--- src/hdl/ucc_cfg.svh ---
// Offsets, field positions, reset values and trigger levels of the serial port control block.
`ifndef UCC_CFG_SVH
`define UCC_CFG_SVH

// Register byte offsets on the APB.
`define UCC_AW            12
`define UCC_OFS_CTRL      12'h030
`define UCC_OFS_THR       12'h034
`define UCC_OFS_MASK      12'h038
`define UCC_OFS_RAW       12'h03C
`define UCC_OFS_MIS       12'h040
`define UCC_OFS_CLR       12'h044

// Control register fields and reset values.
`define UCC_CTRL_RXE      9
`define UCC_CTRL_TXE      8
`define UCC_CTRL_LBE      7
`define UCC_CTRL_EN       0
`define UCC_RST_RXE       1'h1
`define UCC_RST_TXE       1'h1
`define UCC_RST_LBE       1'h0
`define UCC_RST_EN        1'h0

// Threshold register fields; code 3'h2 selects the half-full point.
`define UCC_THR_RX_MSB    5
`define UCC_THR_RX_LSB    3
`define UCC_THR_TX_MSB    2
`define UCC_THR_TX_LSB    0
`define UCC_THR_RST       3'h2
`define UCC_THR_MAX       3'h4

// Fill levels of a 16-entry FIFO for codes 1/8, 1/4, 1/2, 3/4 and 7/8.
`define UCC_LW            5
`define UCC_LVL_C0        5'h02
`define UCC_LVL_C1        5'h04
`define UCC_LVL_C2        5'h08
`define UCC_LVL_C3        5'h0C
`define UCC_LVL_C4        5'h0E

// Interrupt source field, bits 10:4 of mask, raw, masked and clear words.
`define UCC_SRC_N         7
`define UCC_SRC_MSB       10
`define UCC_SRC_LSB       4
`define UCC_RAW_RSVD      4'hF
`define UCC_RST_MASK      7'h00

`endif

--- src/hdl/ucc_pkg.sv ---
// Types shared by the serial port control block and its level detector.
package ucc_pkg;
`include "ucc_cfg.svh"

   // Error and time-out events from the receive engine, one-cycle pulses.
   typedef struct packed {
      logic overrun;
      logic brk;
      logic parity;
      logic framing;
      logic rx_timeout;
   } ucc_err_evt_t;

   // Control of one serial section: may start a new character, and may run.
   typedef struct packed {
      logic start_ok;
      logic run;
   } ucc_sect_t;

   // Direction in which a fill level must pass its trigger point.
   typedef enum logic {
      UCC_DIR_RISE = 1'b0,
      UCC_DIR_FALL = 1'b1
   } ucc_dir_t;
endpackage

--- src/hdl/ucc_ctrl.sv ---
// Serial port control, FIFO threshold and interrupt mask block with its APB slave.
// Operation
// - Receive section works only while control bit 9 is set; resets to 1.
// - Transmit section works only while control bit 8 is set; resets to 1.
// - Receive disable mid-character finishes that character before the receiver stops.
// - Transmit disable mid-character finishes that character before the transmitter stops.
// - Control bit 7 loops transmit output into receive input; resets to 0.
// - Port works only while global enable, control bit 0, is set; resets to 0.
// - Clearing global enable lets the character in progress complete first.
// - FIFO level interrupts fire on crossing the trigger level, not on the level.
// - Receive half-full trigger fires as the 9th character enters.
// - Receive code in bits 5:3 selects 1/8 to 7/8; codes 5 to 7 reserved.
// - Transmit code in bits 2:0 selects 1/8 to 7/8; codes 5 to 7 reserved.
// - Both threshold fields reset to the half-full code.
// - Each mask bit set forwards its raw interrupt; cleared blocks it.
// - Reading the mask register returns the stored mask bits.
// - Mask bits 10 to 7 gate overrun, break, parity, framing; reset 0.
// - Mask bits 6 to 4 gate time-out, transmit and receive level; reset 0.
// - Masked status reads raw state and mask combined; writes ignored.
// - Writing 1 to a clear bit clears that raw interrupt; 0 does nothing.
//
// Decided for this implementation: register access over APB.
`timescale 1ns/1ns
`include "ucc_cfg.svh"
module ucc_ctrl (
   // Clock and reset.
   input  wire logic                 core_clk_i,
   input  wire logic                 reset_i,
   // APB slave.
   input  wire logic                 psel_i,
   input  wire logic                 penable_i,
   input  wire logic                 pwrite_i,
   input  wire logic [`UCC_AW-1:0]   paddr_i,
   input  wire logic [31:0]          pwdata_i,
   output logic      [31:0]          prdata_o,
   output logic                      pready_o,
   output logic                      pslverr_o,
   // Transmit and receive engines.
   input  wire logic                 tx_busy_i,
   input  wire logic                 rx_busy_i,
   output ucc_pkg::ucc_sect_t        tx_sect_o,
   output ucc_pkg::ucc_sect_t        rx_sect_o,
   output logic                      loopback_enable_o,
   // Serial data paths.
   input  wire logic                 tx_serial_i,
   input  wire logic                 serial_in_pin_i,
   output logic                      rx_serial_o,
   output logic                      serial_out_pin_o,
   // FIFO fill levels and error events.
   input  wire logic [`UCC_LW-1:0]   tx_fifo_level_i,
   input  wire logic [`UCC_LW-1:0]   rx_fifo_level_i,
   input  wire ucc_pkg::ucc_err_evt_t err_evt_i,
   // Interrupt request to the interrupt controller.
   output logic                      irq_o
);
   import ucc_pkg::*;

   // Control and configuration state.
   logic                  global_en_reg;
   logic                  global_en_next;
   logic                  tx_sect_en_reg;
   logic                  tx_sect_en_next;
   logic                  rx_sect_en_reg;
   logic                  rx_sect_en_next;
   logic                  loopback_reg;
   logic                  loopback_next;
   logic [2:0]            rx_thr_reg;
   logic [2:0]            rx_thr_next;
   logic [2:0]            tx_thr_reg;
   logic [2:0]            tx_thr_next;
   logic [`UCC_SRC_N-1:0] mask_reg;
   logic [`UCC_SRC_N-1:0] mask_next;
   // Interrupt state.
   logic [`UCC_SRC_N-1:0] raw_reg;
   logic [`UCC_SRC_N-1:0] raw_next;
   logic [`UCC_SRC_N-1:0] src_evt;
   logic [`UCC_SRC_N-1:0] clr_bits;
   logic                  irq_reg;
   logic                  irq_next;
   logic                  rx_cross;
   logic                  tx_cross;
   // Section and pin state.
   ucc_sect_t             tx_sect_reg;
   ucc_sect_t             tx_sect_next;
   ucc_sect_t             rx_sect_reg;
   ucc_sect_t             rx_sect_next;
   logic                  rx_serial_reg;
   logic                  rx_serial_next;
   logic                  out_pin_reg;
   logic                  out_pin_next;
   // Bus state.
   logic [31:0]           prdata_reg;
   logic [31:0]           prdata_next;
   logic                  pready_reg;
   logic                  pready_next;
   logic                  pslverr_reg;
   logic                  pslverr_next;
   logic                  wr_acc;
   logic                  hit;

   // A write lands only at the edge that closes the access phase.
   assign wr_acc = psel_i & penable_i & pready_reg & pwrite_i & ~pslverr_reg;

   // Address decode for the six words of the map.
   always_comb begin
      case (paddr_i)
         `UCC_OFS_CTRL, `UCC_OFS_THR, `UCC_OFS_MASK,
         `UCC_OFS_RAW, `UCC_OFS_MIS, `UCC_OFS_CLR: hit = 1'b1;
         default:                                  hit = 1'b0;
      endcase
   end

   // Read data is built in the setup cycle so that the answer comes from a flop.
   // Status that changes between setup and access shows its setup-cycle value.
   always_comb begin
      prdata_next  = prdata_reg;
      pready_next  = psel_i & ~penable_i;
      pslverr_next = psel_i & ~penable_i & ~hit;
      if (psel_i & ~penable_i) begin
         prdata_next = 32'h0000_0000;
         case (paddr_i)
            `UCC_OFS_CTRL: begin
               prdata_next[`UCC_CTRL_RXE] = rx_sect_en_reg;
               prdata_next[`UCC_CTRL_TXE] = tx_sect_en_reg;
               prdata_next[`UCC_CTRL_LBE] = loopback_reg;
               prdata_next[`UCC_CTRL_EN]  = global_en_reg;
            end
            `UCC_OFS_THR: begin
               prdata_next[`UCC_THR_RX_MSB:`UCC_THR_RX_LSB] = rx_thr_reg;
               prdata_next[`UCC_THR_TX_MSB:`UCC_THR_TX_LSB] = tx_thr_reg;
            end
            `UCC_OFS_MASK: begin
               prdata_next[`UCC_SRC_MSB:`UCC_SRC_LSB] = mask_reg;
            end
            `UCC_OFS_RAW: begin
               prdata_next[`UCC_SRC_MSB:`UCC_SRC_LSB] = raw_reg;
               prdata_next[`UCC_SRC_LSB-1:0]          = `UCC_RAW_RSVD;
            end
            `UCC_OFS_MIS: begin
               prdata_next[`UCC_SRC_MSB:`UCC_SRC_LSB] = raw_reg & mask_reg;
            end
            default: begin
               prdata_next = 32'h0000_0000;
            end
         endcase
      end
   end

   // Bus answer registers.
   always_ff @(posedge core_clk_i) begin
      if (reset_i) begin
         prdata_reg  <= 32'h0000_0000;
         pready_reg  <= 1'b0;
         pslverr_reg <= 1'b0;
      end else begin
         prdata_reg  <= prdata_next;
         pready_reg  <= pready_next;
         pslverr_reg <= pslverr_next;
      end
   end

   // Configuration writes; software is expected to disable the port before reconfiguring.
   // Writes to raw and masked status words fall through untouched.
   always_comb begin
      global_en_next  = global_en_reg;
      tx_sect_en_next = tx_sect_en_reg;
      rx_sect_en_next = rx_sect_en_reg;
      loopback_next   = loopback_reg;
      rx_thr_next     = rx_thr_reg;
      tx_thr_next     = tx_thr_reg;
      mask_next       = mask_reg;
      clr_bits        = '0;
      if (wr_acc) begin
         case (paddr_i)
            `UCC_OFS_CTRL: begin
               rx_sect_en_next = pwdata_i[`UCC_CTRL_RXE];
               tx_sect_en_next = pwdata_i[`UCC_CTRL_TXE];
               loopback_next   = pwdata_i[`UCC_CTRL_LBE];
               global_en_next  = pwdata_i[`UCC_CTRL_EN];
            end
            `UCC_OFS_THR: begin
               rx_thr_next = pwdata_i[`UCC_THR_RX_MSB:`UCC_THR_RX_LSB];
               tx_thr_next = pwdata_i[`UCC_THR_TX_MSB:`UCC_THR_TX_LSB];
            end
            `UCC_OFS_MASK: begin
               mask_next = pwdata_i[`UCC_SRC_MSB:`UCC_SRC_LSB];
            end
            `UCC_OFS_CLR: begin
               clr_bits = pwdata_i[`UCC_SRC_MSB:`UCC_SRC_LSB];
            end
            default: begin
               clr_bits = '0;
            end
         endcase
      end
   end

   // Configuration registers and their reset values.
   always_ff @(posedge core_clk_i) begin
      if (reset_i) begin
         global_en_reg  <= `UCC_RST_EN;
         tx_sect_en_reg <= `UCC_RST_TXE;
         rx_sect_en_reg <= `UCC_RST_RXE;
         loopback_reg   <= `UCC_RST_LBE;
         rx_thr_reg     <= `UCC_THR_RST;
         tx_thr_reg     <= `UCC_THR_RST;
         mask_reg       <= `UCC_RST_MASK;
      end else begin
         global_en_reg  <= global_en_next;
         tx_sect_en_reg <= tx_sect_en_next;
         rx_sect_en_reg <= rx_sect_en_next;
         loopback_reg   <= loopback_next;
         rx_thr_reg     <= rx_thr_next;
         tx_thr_reg     <= tx_thr_next;
         mask_reg       <= mask_next;
      end
   end

   // A disabled section keeps running until its busy flag drops, so no character is cut.
   always_comb begin
      tx_sect_next.start_ok = global_en_reg & tx_sect_en_reg;
      rx_sect_next.start_ok = global_en_reg & rx_sect_en_reg;
      tx_sect_next.run      = tx_sect_next.start_ok | (tx_sect_reg.run & tx_busy_i);
      rx_sect_next.run      = rx_sect_next.start_ok | (rx_sect_reg.run & rx_busy_i);
   end

   // Loopback feeds the receiver from the transmitter and parks the pin at the idle mark.
   always_comb begin
      rx_serial_next = loopback_reg ? tx_serial_i : serial_in_pin_i;
      out_pin_next   = loopback_reg ? 1'b1 : tx_serial_i;
   end

   // Section and pin registers.
   always_ff @(posedge core_clk_i) begin
      if (reset_i) begin
         tx_sect_reg   <= '0;
         rx_sect_reg   <= '0;
         rx_serial_reg <= 1'b1;
         out_pin_reg   <= 1'b1;
      end else begin
         tx_sect_reg   <= tx_sect_next;
         rx_sect_reg   <= rx_sect_next;
         rx_serial_reg <= rx_serial_next;
         out_pin_reg   <= out_pin_next;
      end
   end

   // Level crossing detectors for both FIFOs.
   ucc_level_det #(
      .DIR (UCC_DIR_RISE)
   ) u_rx_det (
      .core_clk_i (core_clk_i),
      .reset_i    (reset_i),
      .level_i    (rx_fifo_level_i),
      .code_i     (rx_thr_reg),
      .cross_o    (rx_cross)
   );

   ucc_level_det #(
      .DIR (UCC_DIR_FALL)
   ) u_tx_det (
      .core_clk_i (core_clk_i),
      .reset_i    (reset_i),
      .level_i    (tx_fifo_level_i),
      .code_i     (tx_thr_reg),
      .cross_o    (tx_cross)
   );

   // Source order matches bits 4 to 10 of the status words.
   assign src_evt = {err_evt_i.overrun, err_evt_i.brk, err_evt_i.parity,
                     err_evt_i.framing, err_evt_i.rx_timeout, tx_cross, rx_cross};

   // Sticky raw flags; an event in the cycle of its clear wins so none is lost.
   genvar gi;
   generate
      for (gi = 0; gi < `UCC_SRC_N; gi++) begin : g_raw
         always_comb begin
            raw_next[gi] = src_evt[gi] | (raw_reg[gi] & ~clr_bits[gi]);
         end
      end
   endgenerate

   // The request line follows the next-state values so it never lags the status words.
   always_comb begin
      irq_next = |(raw_next & mask_next);
   end

   // Interrupt registers.
   always_ff @(posedge core_clk_i) begin
      if (reset_i) begin
         raw_reg <= '0;
         irq_reg <= 1'b0;
      end else begin
         raw_reg <= raw_next;
         irq_reg <= irq_next;
      end
   end

   // Outputs straight from flops.
   assign prdata_o          = prdata_reg;
   assign pready_o          = pready_reg;
   assign pslverr_o         = pslverr_reg;
   assign tx_sect_o         = tx_sect_reg;
   assign rx_sect_o         = rx_sect_reg;
   assign loopback_enable_o = loopback_reg;
   assign rx_serial_o       = rx_serial_reg;
   assign serial_out_pin_o  = out_pin_reg;
   assign irq_o             = irq_reg;
endmodule

--- src/hdl/ucc_level_det.sv ---
// Fill-level crossing detector for one FIFO and its threshold code.
`timescale 1ns/1ns
`include "ucc_cfg.svh"
module ucc_level_det #(
   parameter ucc_pkg::ucc_dir_t DIR = ucc_pkg::UCC_DIR_RISE
) (
   // Clock and reset.
   input  wire logic                 core_clk_i,
   input  wire logic                 reset_i,
   // Level and selected trigger code.
   input  wire logic [`UCC_LW-1:0]   level_i,
   input  wire logic [2:0]           code_i,
   // One-cycle pulse when the level passes the trigger point.
   output logic                      cross_o
);
   import ucc_pkg::*;

   logic [`UCC_LW-1:0] prev_reg;
   logic [`UCC_LW-1:0] prev_next;
   logic [`UCC_LW-1:0] point;
   logic               valid;
   logic               now_hit;
   logic               was_hit;

   // Decode the code into a fill level; reserved codes never trigger.
   always_comb begin
      valid = 1'b1;
      case (code_i)
         3'h0: point = `UCC_LVL_C0;
         3'h1: point = `UCC_LVL_C1;
         3'h2: point = `UCC_LVL_C2;
         3'h3: point = `UCC_LVL_C3;
         3'h4: point = `UCC_LVL_C4;
         default: begin
            point = `UCC_LVL_C0;
            valid = 1'b0;
         end
      endcase
   end

   // Receive side fires on the entry that goes past the point, so half-full fires on the 9th.
   // Transmit side fires when the level drains down to the point.
   always_comb begin
      prev_next = level_i;
      if (DIR == UCC_DIR_RISE) begin
         now_hit = level_i > point;
         was_hit = prev_reg > point;
      end else begin
         now_hit = level_i <= point;
         was_hit = prev_reg <= point;
      end
      cross_o = valid & now_hit & ~was_hit;
   end

   // Previous level register; starts empty so a full receive FIFO at reset counts as a pass.
   always_ff @(posedge core_clk_i) begin
      if (reset_i) begin
         prev_reg <= '0;
      end else begin
         prev_reg <= prev_next;
      end
   end
endmodule

--- config.mk ---
export PLATFORM = sky130hd
export DESIGN_NAME = ucc_ctrl
export DESIGN_NICKNAME = d
export VERILOG_FILES = /design/src/hdl/ucc_pkg.sv /design/src/hdl/ucc_ctrl.sv /design/src/hdl/ucc_level_det.sv
export VERILOG_INCLUDE_DIRS = /design/src /design/src/hdl
export SDC_FILE = /design/constraint.sdc
export NUM_CORES = 1
export LEC_CHECK = 0
export ABC_AREA = 1
export ABC_CLOCK_PERIOD_IN_PS = 2500
export BUFFER_PORTS_ARGS = -buffer_cell sky130_fd_sc_hd__buf_4
export CORE_MARGIN = 3
export CORE_UTILIZATION = 49
export DETAILED_ROUTE_END_ITERATION = 8
export PLACE_DENSITY_LB_ADDON = 0.08
export SYNTH_ARGS = -nofsm -noshare
export SYNTH_HDL_FRONTEND = slang
export SYNTH_SLANG_ARGS = --single-unit
--- constraint.sdc ---
create_clock -name core_clk_i -period 2.5 [get_ports core_clk_i]
set_input_delay 0.25 -clock core_clk_i [delete_from_list [all_inputs] [get_ports core_clk_i]]
set_output_delay 0.25 -clock core_clk_i [all_outputs]
set_load 0.01 [all_outputs]
## Word-level counts from Yosys, hierarchy flattened

Index checks and enable logic that the tools add are counted.

| operators by class | value |
|---|---|
| shift operators | 0 |
| reduce and logical (&&, ||, !) cells | 9 |
| eq/ne operators | 14 |
| $add $sub $neg | 0 |
| multipliers | 0 |
| order comparisons | 4 |
| multiplexer cells | 16 |
| bitwise operators | 44 |
| div/mod/pow operators | 0 |

Operators with widths:

| cell | number |
|---|---|
| $eq 12x6->1 const B | 4 |
| $pmux 4 s4 | 2 |
| $mux 7 | 4 |
| $eq 12x7->1 const B | 2 |
| $and 1x1->1 | 21 |
| $and 7x7->7 | 2 |
| $eq 3x2->1 const B | 4 |
| $not 1->1 | 12 |
| $pmux 3 s4 | 1 |
| $gt 5x4->1 | 2 |
| $le 5x4->1 | 2 |
| $reduce_or 5->1 | 2 |
| $or 1x1->1 | 9 |
| $pmux 1 s3 | 3 |
| $pmux 2 s4 | 1 |
| $reduce_or 7->1 | 1 |
| $eq 3x1->1 const B | 2 |
| $eq 3x3->1 const B | 2 |
| $logic_not 3->1 | 2 |
| $pmux 3 s2 | 1 |
| $reduce_or 6->1 | 1 |
| $mux 1 | 4 |
| $reduce_and 2->1 | 2 |
| $reduce_or 2->1 | 1 |

| word-level totals | value |
|---|---|
| memory bits (read-only) | 0 |
| memories kept | 0 |
| register bits after elaboration | 54 |
| input bits | 68 |
| word-level logic and storage cells | 107 |
| output and inout bits | 42 |
| latch bits | 0 |
| RAM bits | 0 |

## Longest topological paths before layout

Gate-level depths: netlist of the first run.

| depth | value |
|---|---|
| depth after elaboration | 10 |
| gate-level depth with buffers | 13 |
| gate-level depth less buffers | 13 |

## Cells and area by module

A second synthesis of the first run with hierarchy kept.

| unflattened totals | value |
|---|---|
| cells, all modules | 427 |
| area total of the unflattened synthesis | 3022.9 sq um |

Modules (own cells, without submodules):

| module | sequential area each (sq um) | times used | area an instance (sq um) | cells an instance |
|---|---|---|---|---|
| ucc_ctrl | 880.8 | 1 | 2321.0 | 325 |
| ucc_level_det (u_tx_det) | 100.1 | 1 | 367.9 | 53 |
| ucc_level_det (u_rx_det) | 100.1 | 1 | 334.1 | 49 |

## Worst setup path before layout of the first run

Ideal clock, no wire load.

| timing path | value |
|---|---|
| kind | reg2reg |
| from | register tx_thr_reg[0] |
| to | register irq_reg (netlist: irq_o) |
| clock period less this slack | 1751 ps |
| stages on the path, launching flop included | 14 |
| data required time | 2368 ps |
| arrival time | 1619 ps |
| slack | 749 ps |
| path buffers | 0 |
| cell sequence | dfxtp_1 -> o21ai_0 -> o21ai_0 -> ha_1 -> a21oi_1 -> nand2_1 -> nand2_1 -> nand2_1 -> nand2_1 -> nand2_1 -> nand2_1 -> nand2_1 -> nor2_1 -> a21oi_1 |

| on the way | value |
|---|---|
| word-level cells in the longest chain between the ends | 8 |
| elaborated cells on any way between the ends | 16 |

RTL lines:

| item | line | RTL |
|---|---|---|
| from (decl) | ucc_ctrl.sv:69 | `logic [2:0] tx_thr_reg;` |
| from (signal assigned) | ucc_ctrl.sv:206 | `` tx_thr_reg <= `UCC_THR_RST; `` |
| from (signal assigned) | ucc_ctrl.sv:214 | `tx_thr_reg <= tx_thr_next;` |
| $eq 3x3->1, or another cell as far along | ucc_level_det.sv:28 | `case (code_i)` |
| $pmux 4 s4 or $reduce_or 5->1 (tied branches) | -- |  |
| $le 5x4->1, or another cell as far along | ucc_level_det.sv:49 | `now_hit = level_i <= point;` |
| $and 1x1->1 or $not 1->1 (tied branches) | ucc_level_det.sv:52 | `cross_o = valid & now_hit & ~was_hit;` |
| $and 1x1->1 (*) | ucc_level_det.sv:52 |  |
| $or 1x1->1 (*) | ucc_ctrl.sv:278 | `raw_next[gi] = src_evt[gi] \| (raw_reg[gi] & ~clr_bits[gi]);` |
| $and 7x7->7 (*) | ucc_ctrl.sv:285 | `irq_next = \|(raw_next & mask_next);` |
| $reduce_or 7->1 (*) | ucc_ctrl.sv:285 |  |
| to (signal assigned) | ucc_ctrl.sv:295 | `irq_reg <= irq_next;` |
| to (decl) | ucc_ctrl.sv:78 | `logic irq_reg;` |

Every way passes the cells marked *; elsewhere a longest branch is shown, timed or not.
A chain may end at the register's enable or synchronous reset.

## Worst setup path after layout of the first run

Same ends and word-level chain as after synthesis.

==> run_results.csv, run 1 <==
group,metric,value,unit
power,p_seq_share,49.5,%
setup_path,path_depth,13,
sta,rsz0062_at_grt,"false",
power,power,0.00180,W
global_routing,grt.total_usage,20.0,%
synthesis,synth_fa_ha_area_share,5.10,%
global_routing,grt_overflow_total,0,
cells_and_area,fin_nets,550,
synthesis,synth_seq_cells,54,
setup_path,critPathKind,"reg -> reg",
synthesis,synth_cells,406,
sta,finalSetupViolCount,0,
floorplanning,dieHeight,83.5,um
synthesis,synthSimpleGateAreaFrac,33.2,%
drt,drc,0,
sta,finalHoldViolations,0,
power,switchingPower,0.000412,W
synthesis,synth_top_family_by_area,"simple AND/OR/NAND/NOR gates",
sta,fin_setup_tns,0,ns
placed_design,dp_hpwl,5.22,mm
power,netSwitchingFraction,22.8,%
cells_and_area,postLayoutCoreUtil,62.5,%
cells_and_area,drive_gt1_share,20.4,%
power,combPwrFrac,10.9,%
synthesis,synth_cell_types,32,
cts,cts_root_buf,"clkbuf_8",
synthesis,ys_warn_count,0,
setup_path,worst_path_most_repeated_cell,"nand2_1",
synthesis,synth_mux_area_share,0,%
cts,htreeDepth,2,
setup_path,crit_path_end,"irq_o",
cts,cts-resized-gates,0,
cts,clk_latency,0.31,ns
cells_and_area,area_growth,20.4,%
setup_path,worstPathArrival,2.28,ns
placed_design,gp_congestion,0.825,
synthesis,seq_area_frac_synth,36.7,%
setup_path,r2r-start,"tx_thr_reg[0]",
global_routing,grt_max_degree,42,
setup_path,worstPathRequired,2.69,ns
cts,clk_pin_slew,0.10,ns
power,ir_drop,0.272,mV
run_status,outcome,"completed",
cts,ctsHoldBuffers,0,
setup_path,endpoint_kind,"flip-flop",
power,power.density_cell_area,508,nW/um^2
floorplanning,initial_core_util,51.9,%
sta,period_share,83.6,%
setup_path,cpLargestDelayFamily,"compound AO/OA/AOI/OAI gates",
sta,finClkSkew,0.00509,ns
setup_path,slowest_delay,0.35,ns
setup_path,worst-path-buf-inv,0,
cts,cts-buffers-inserted,5,
drt,dr_total_vias,2748,
setup_path,cp_cell_sequence,"o21ai_0 -> o21ai_0 -> ha_1 -> a21oi_1 -> nand2_1 -> nand2_1 -> nand2_1 -> nand2_1 -> nand2_1 -> nand2_1 -> nand2_1 -> nor2_1 -> a21oi_1",
cells_and_area,final_cell_mix,"93 x nand2_1, 68 x buf_4, 54 x dfxtp_1, 47 x inv_1, 34 x a21oi_1",
setup_path,start_kind,"flip-flop",
synthesis,syn_avg_cell_area,7.25,sq um
cts,cts_setup_buffers,0,
cts,clockBufferDepth,2,
floorplanning,dieArea,6970,sq um
setup_path,reg2reg_to,"irq_o",
floorplanning,coreArea,5680,sq um
sta,maxSlewViolCount,0,
cells_and_area,largest_reg_flops,11,
worst_hold_path,hold_path.class,"in -> reg",
setup_path,r2r_slack,0.41,ns
synthesis,syn_area,2940,sq um
drt,drtIter0Drc,166,
sta,worst_slew_pin_slew,0.624,ns
setup_path,worstSetupStartpoint,"tx_thr_reg[0]",
cells_and_area,final_common_cell,"nand2_1",
floorplanning,pin_count,110,
sta,relSlewSlack,58.2,%
global_routing,grt_pass1_vias,2593,
synthesis,synth_xor_xnor_area_share,0,%
cts,clock-sinks,54,
drt,drt_first_pass_iters,5,
setup_path,r2r_cells,13,
setup_path,worstPathMaxFanout,5,
sta,fmax,478,MHz
cells_and_area,num_antenna_cells,0,
placed_design,portBuffers,67,
power,p_leak,1.71,nW
global_routing,grt_pass1_wl,11.6,mm
drt,post_drt_via_cell_ratio,5.06,
power,clkPwrFrac,39.6,%
synthesis,synth_compound_gate_area_share,11.1,%
worst_hold_path,whs_path_depth,3,
drt,drt-wirelength-per-cell,12.7,um
cts,cts_tree,"built",
sta,period_needed,2.09,ns
power,intPower,0.00139,W
floorplanning,fp.dieW,83.5,um
floorplanning,core.rowCount,27,
drt,ant_nets,0,
setup_path,crit_slowest_cell,"dfxtp_1",
flow_run,drv_cap,0,
global_routing,antenna_found_initial,0,
drt,wl,6.89,mm
## final cells by class
cell class,count,area (sq um)
multi-input cells,291,1530
repair buffers,68,510
flip-flops and latches,54,1080
inverters,50,188
well taps,72,90.1
clock inverters,2,60.1
clock buffers,6,82.6
fillers,567,2130
## per-layer routing
metal / vias to the layer above / track usage (%) / wire [um]
met3: 7 / 3.65 / 569
met1: 1214 / 26.6 / 3120
met2: 93 / 33.0 / 3120
met5: - / 0 / 0
met4: 0 / 6.58 / 84
li1: 1434 / - / -
## Yosys cell counts (all sizes together)
library cell / count / area (sq um)
nand3b: 3 / 22.5
o311ai: 1 / 8.76
nor3: 13 / 86.3
nand3: 29 / 175
nor2: 36 / 184
o211ai: 4 / 30.0
o21bai: 1 / 7.51
nand2: 96 / 373
a21oi: 34 / 170
inv: 50 / 188
dfxtp: 54 / 1080
ha: 12 / 150
conb: 1 / 3.75
clkbuf: 4 / 15.0
o21ai: 15 / 75.1
nand4: 22 / 138
buf: 27 / 201
a41oi: 1 / 8.76
a221oi: 3 / 26.3
## how the worst min path moves through the flow
stage | startpoint | to | slack, ns
after floorplan | reset_i | pready_o | 0.33
after global placement | rx_sect_o[0] | rx_sect_o[0] | 0.45
after detailed placement | prdata_o[10] | prdata_o[10] | 0.46
after CTS | tx_serial_i | serial_out_pin_o | 0.15
after global routing | tx_fifo_level_i[2] | u_tx_det.prev_reg[2] | 0.16
final | tx_serial_i | serial_out_pin_o | 0.15
## metrics by stage
step           std cells  instance area (sq um)  worst slack (ns)  hold WS (ns)
6_report             543                   3550             0.410         0.150
5_1_grt              543                   3550             0.136         0.159
4_1_cts              543                   3550             0.398         0.148
3_5_place_dp         535                   3400             0.416         0.458
3_3_place_gp         535                   3400             0.446         0.454
2_1_floorplan        426                   3020             0.749         0.334
## power groups by stage
stage / sequential (W) / clock (W) / combinational [W]
after floorplan: 0.000911 / 0 / 0.000129
after global placement: 0.000911 / 0 / 0.000192
after detailed placement: 0.000912 / 0 / 0.000196
after CTS: 0.000892 / 0.000729 / 0.000197
after global routing: 0.000894 / 0.000750 / 0.000223
final: 0.000892 / 0.000715 / 0.000196
## worst min-delay path, stage by stage
cell and delay [ns]:
buf_4 0.07, inv_1 0.04, nand3_1 0.07
## logic make-up after synthesis
group / after synthesis
simple gates: 199
buf+inv: 81
compound gates: 59
flops: 54
fa+ha+maj: 12
other cells: 1
(Power assumes the default switching activity.)
==> run 2: changes to the inputs <==
--- a/config.mk
+++ b/config.mk
@@ -7,10 +7,10 @@
 export NUM_CORES = 1
 export LEC_CHECK = 0
 export ABC_AREA = 1
-export ABC_CLOCK_PERIOD_IN_PS = 2500
+export ABC_CLOCK_PERIOD_IN_PS = 1900
 export BUFFER_PORTS_ARGS = -buffer_cell sky130_fd_sc_hd__buf_4
 export CORE_MARGIN = 3
-export CORE_UTILIZATION = 49
+export CORE_UTILIZATION = 45
 export DETAILED_ROUTE_END_ITERATION = 8
 export PLACE_DENSITY_LB_ADDON = 0.08
 export SYNTH_ARGS = -nofsm -noshare
==> constraint.sdc (replaced) <==
create_clock -name core_clk_i -period 1.9 [get_ports core_clk_i]
set_input_delay 0.19 -clock core_clk_i [delete_from_list [all_inputs] [get_ports core_clk_i]]
set_output_delay 0.19 -clock core_clk_i [all_outputs]
set_load 0.01 [all_outputs]
==> run 2 against run 1 <==
Effect of this change:
- sequential share of layout area shrank 1.4 points
- flip-flop and latch count is the same
- count of clock-buffer cells in the layout grew 1
- final area grew 5.4%
- core utilization shrank 1.5 points
- wire length grew 8.2%
- combinational power grew 42%
- critical endpoint unchanged
==> run_results.csv, run 2 (synthesis results as in run 1) <==
group,metric,value,unit
worst_hold_path,hold_path.class,"in -> reg",
placed_design,gp_congestion,0.875,
cells_and_area,final_cell_mix,"88 x nand2_1, 84 x buf_4, 50 x dfxtp_1, 47 x inv_1, 31 x a21oi_1",
cts,htreeDepth,2,
power,switchingPower,0.000554,W
setup_path,worst_path_most_repeated_cell,"nand2_2",
global_routing,grt.total_usage,20.4,%
global_routing,grt_pass1_wl,12.1,mm
setup_path,crit_slowest_cell,"dfxtp_2",
sta,fmax,554,MHz
drt,drt_first_pass_iters,5,
cts,cts_tree,"built",
cells_and_area,area_growth,26.9,%
global_routing,grt_overflow_total,0,
cts,clockBufferDepth,2,
flow_run,drv_cap,0,
global_routing,top_usage_layer,"met2",
floorplanning,dieArea,7550,sq um
sta,rsz0062_at_grt,"false",
setup_path,r2r_slack,0.09,ns
sta,period_needed,1.81,ns
sta,maxSlewViolCount,0,
cts,clk_latency,0.31,ns
setup_path,worstPathMaxFanout,4,
drt,dr_total_vias,2834,
setup_path,endpoint_kind,"flip-flop",
global_routing,antenna_found_initial,0,
power,p_leak,1.79,nW
cts,cts_root_buf,"clkbuf_8",
sta,finClkSkew,0.00840,ns
power,clkPwrFrac,31.8,%
run_status,outcome,"completed",
drt,post_drt_via_cell_ratio,5.03,
power,ir_drop,0.384,mV
floorplanning,dieHeight,86.9,um
setup_path,cp_cell_sequence,"buf_6 -> o21ai_4 -> ha_4 -> a21oi_2 -> nand2_1 -> a21oi_2 -> nand2_2 -> nand2_1 -> nand2_2 -> nand2_2 -> nor2_1 -> a21oi_1",
cts,clk_pin_slew,0.10,ns
power,intPower,0.00157,W
floorplanning,pin_count,110,
drt,drtIter0Drc,139,
setup_path,critPathKind,"reg -> reg",
placed_design,placed_area,3520,sq um
power,combPwrFrac,13.1,%
floorplanning,fp.dieW,86.9,um
cells_and_area,postLayoutCoreUtil,60.9,%
global_routing,grt_max_degree,24,
setup_path,worstPathArrival,2.06,ns
sta,finalHoldViolations,0,
drt,wl,7.45,mm
sta,worst_slew_pin_slew,0.521,ns
cells_and_area,largest_reg_flops,11,
setup_path,start_kind,"flip-flop",
setup_path,slowest_delay,0.35,ns
floorplanning,coreArea,6130,sq um
global_routing,grt_pass1_vias,2665,
global_routing,grt_use_met2,34.1,%
sta,relSlewSlack,65.0,%
floorplanning,initial_core_util,48.0,%
floorplanning,core.rowCount,28,
power,p_seq_share,55.1,%
cells_and_area,stdcell_area,3740,sq um
placed_design,portBuffers,67,
placed_design,dp_hpwl,5.69,mm
global_routing,gr-usage-met1,25.9,%
cells_and_area,num_antenna_cells,0,
drt,drc,0,
sta,period_share,95.1,%
drt,drt-wirelength-per-cell,13.2,um
setup_path,worst-path-buf-inv,1,
cells_and_area,fin_nets,567,
power,power.density_cell_area,569,nW/um^2
setup_path,cpLargestDelayFamily,"compound AO/OA/AOI/OAI gates",
power,netSwitchingFraction,26.0,%
setup_path,worstPathRequired,2.15,ns
drt,ant_nets,0,
cells_and_area,drive_gt1_share,27.3,%
sta,finalSetupViolCount,0,
cells_and_area,final_common_cell,"nand2_1",
cts,clock-sinks,54,
cts,cts-buffers-inserted,5,
global_routing,grt_use_met3,4.35,%
cells_and_area,fillCellCount,586,
run 2: changes by cell type in the layout (fill, tap and decap cells not counted), sizes merged:
cell	previous run	this run
clkinv	0	1
bufinv	2	0
buf	68	85
clkbuf	6	7
run 2: timing repair:
item,in CTS,in global routing
hold buffers,0,0
pin swaps,0,18
endpoints found under the setup margin,1,1
gates resized for setup,3,31
buffers inserted,0,2
run 2: layout make-up:
type | count | area, sq um | share of cell area, %
multi-input cells | 291 | 1630 | 43.7
flip-flops and latches | 54 | 1090 | 29.1
repair buffers | 85 | 642 | 17.2
inverters | 50 | 188 | 5.02
well taps | 75 | 93.8 | 2.51
clock buffers | 7 | 86.3 | 2.31
clock inverters | 1 | 5.00 | 0.134
run 2: path summary, 6_finish.rpt:
check,start,endpoint,cells after the start
setup / recovery,tx_thr_reg[1],irq_o,12
hold / removal,tx_fifo_level_i[2],u_tx_det.prev_reg[2],3
setup reg to reg,tx_thr_reg[1],irq_o,12
hold reg to reg,prdata_o[9],prdata_o[9],2
run 2: per-layer routing:
metal  share of wire, %  up-vias
li1                   -     1462
met1                 45     1267
met2                 46       98
met3                6.8        7
met4                1.4        0
met5                  0        -
run 2: through the flow:
stage | hold WS [ns] | std cells | TNS (ns) | worst slack [ns] | power, W
after floorplan | 0.274 | 426 | 0 | 0.149 | 0.00137
after global placement | 0.405 | 553 | -0.0225 | -0.0225 | 0.00146
after detailed placement | 0.409 | 553 | -0.0776 | -0.0776 | 0.00147
after CTS | 0.0874 | 561 | 0 | 0.0119 | 0.00213
after global routing | 0.0889 | 563 | 0 | 0.00183 | 0.00222
final | 0.0875 | 563 | 0 | 0.0935 | 0.00213
run 2: worst reg2reg max path: stages, from the launching register on:
cell and delay [ns]:
dfxtp_2 0.35, buf_6 0.13, o21ai_4 0.22, ha_4 0.25, a21oi_2 0.13, nand2_1 0.08, a21oi_2 0.15, nand2_2 0.08
nand2_1 0.08, nand2_2 0.05, nand2_2 0.07, nor2_1 0.04, a21oi_1 0.12
run 2: power by group through the flow:
stage | sequential, W | combinational (W) | clock, W
final | 0.00117 | 0.000278 | 0.000676
after global routing | 0.00118 | 0.000311 | 0.000736
after CTS | 0.00117 | 0.000269 | 0.000686
after detailed placement | 0.00120 | 0.000268 | 0
after global placement | 0.00120 | 0.000262 | 0
after floorplan | 0.00120 | 0.000170 | 0
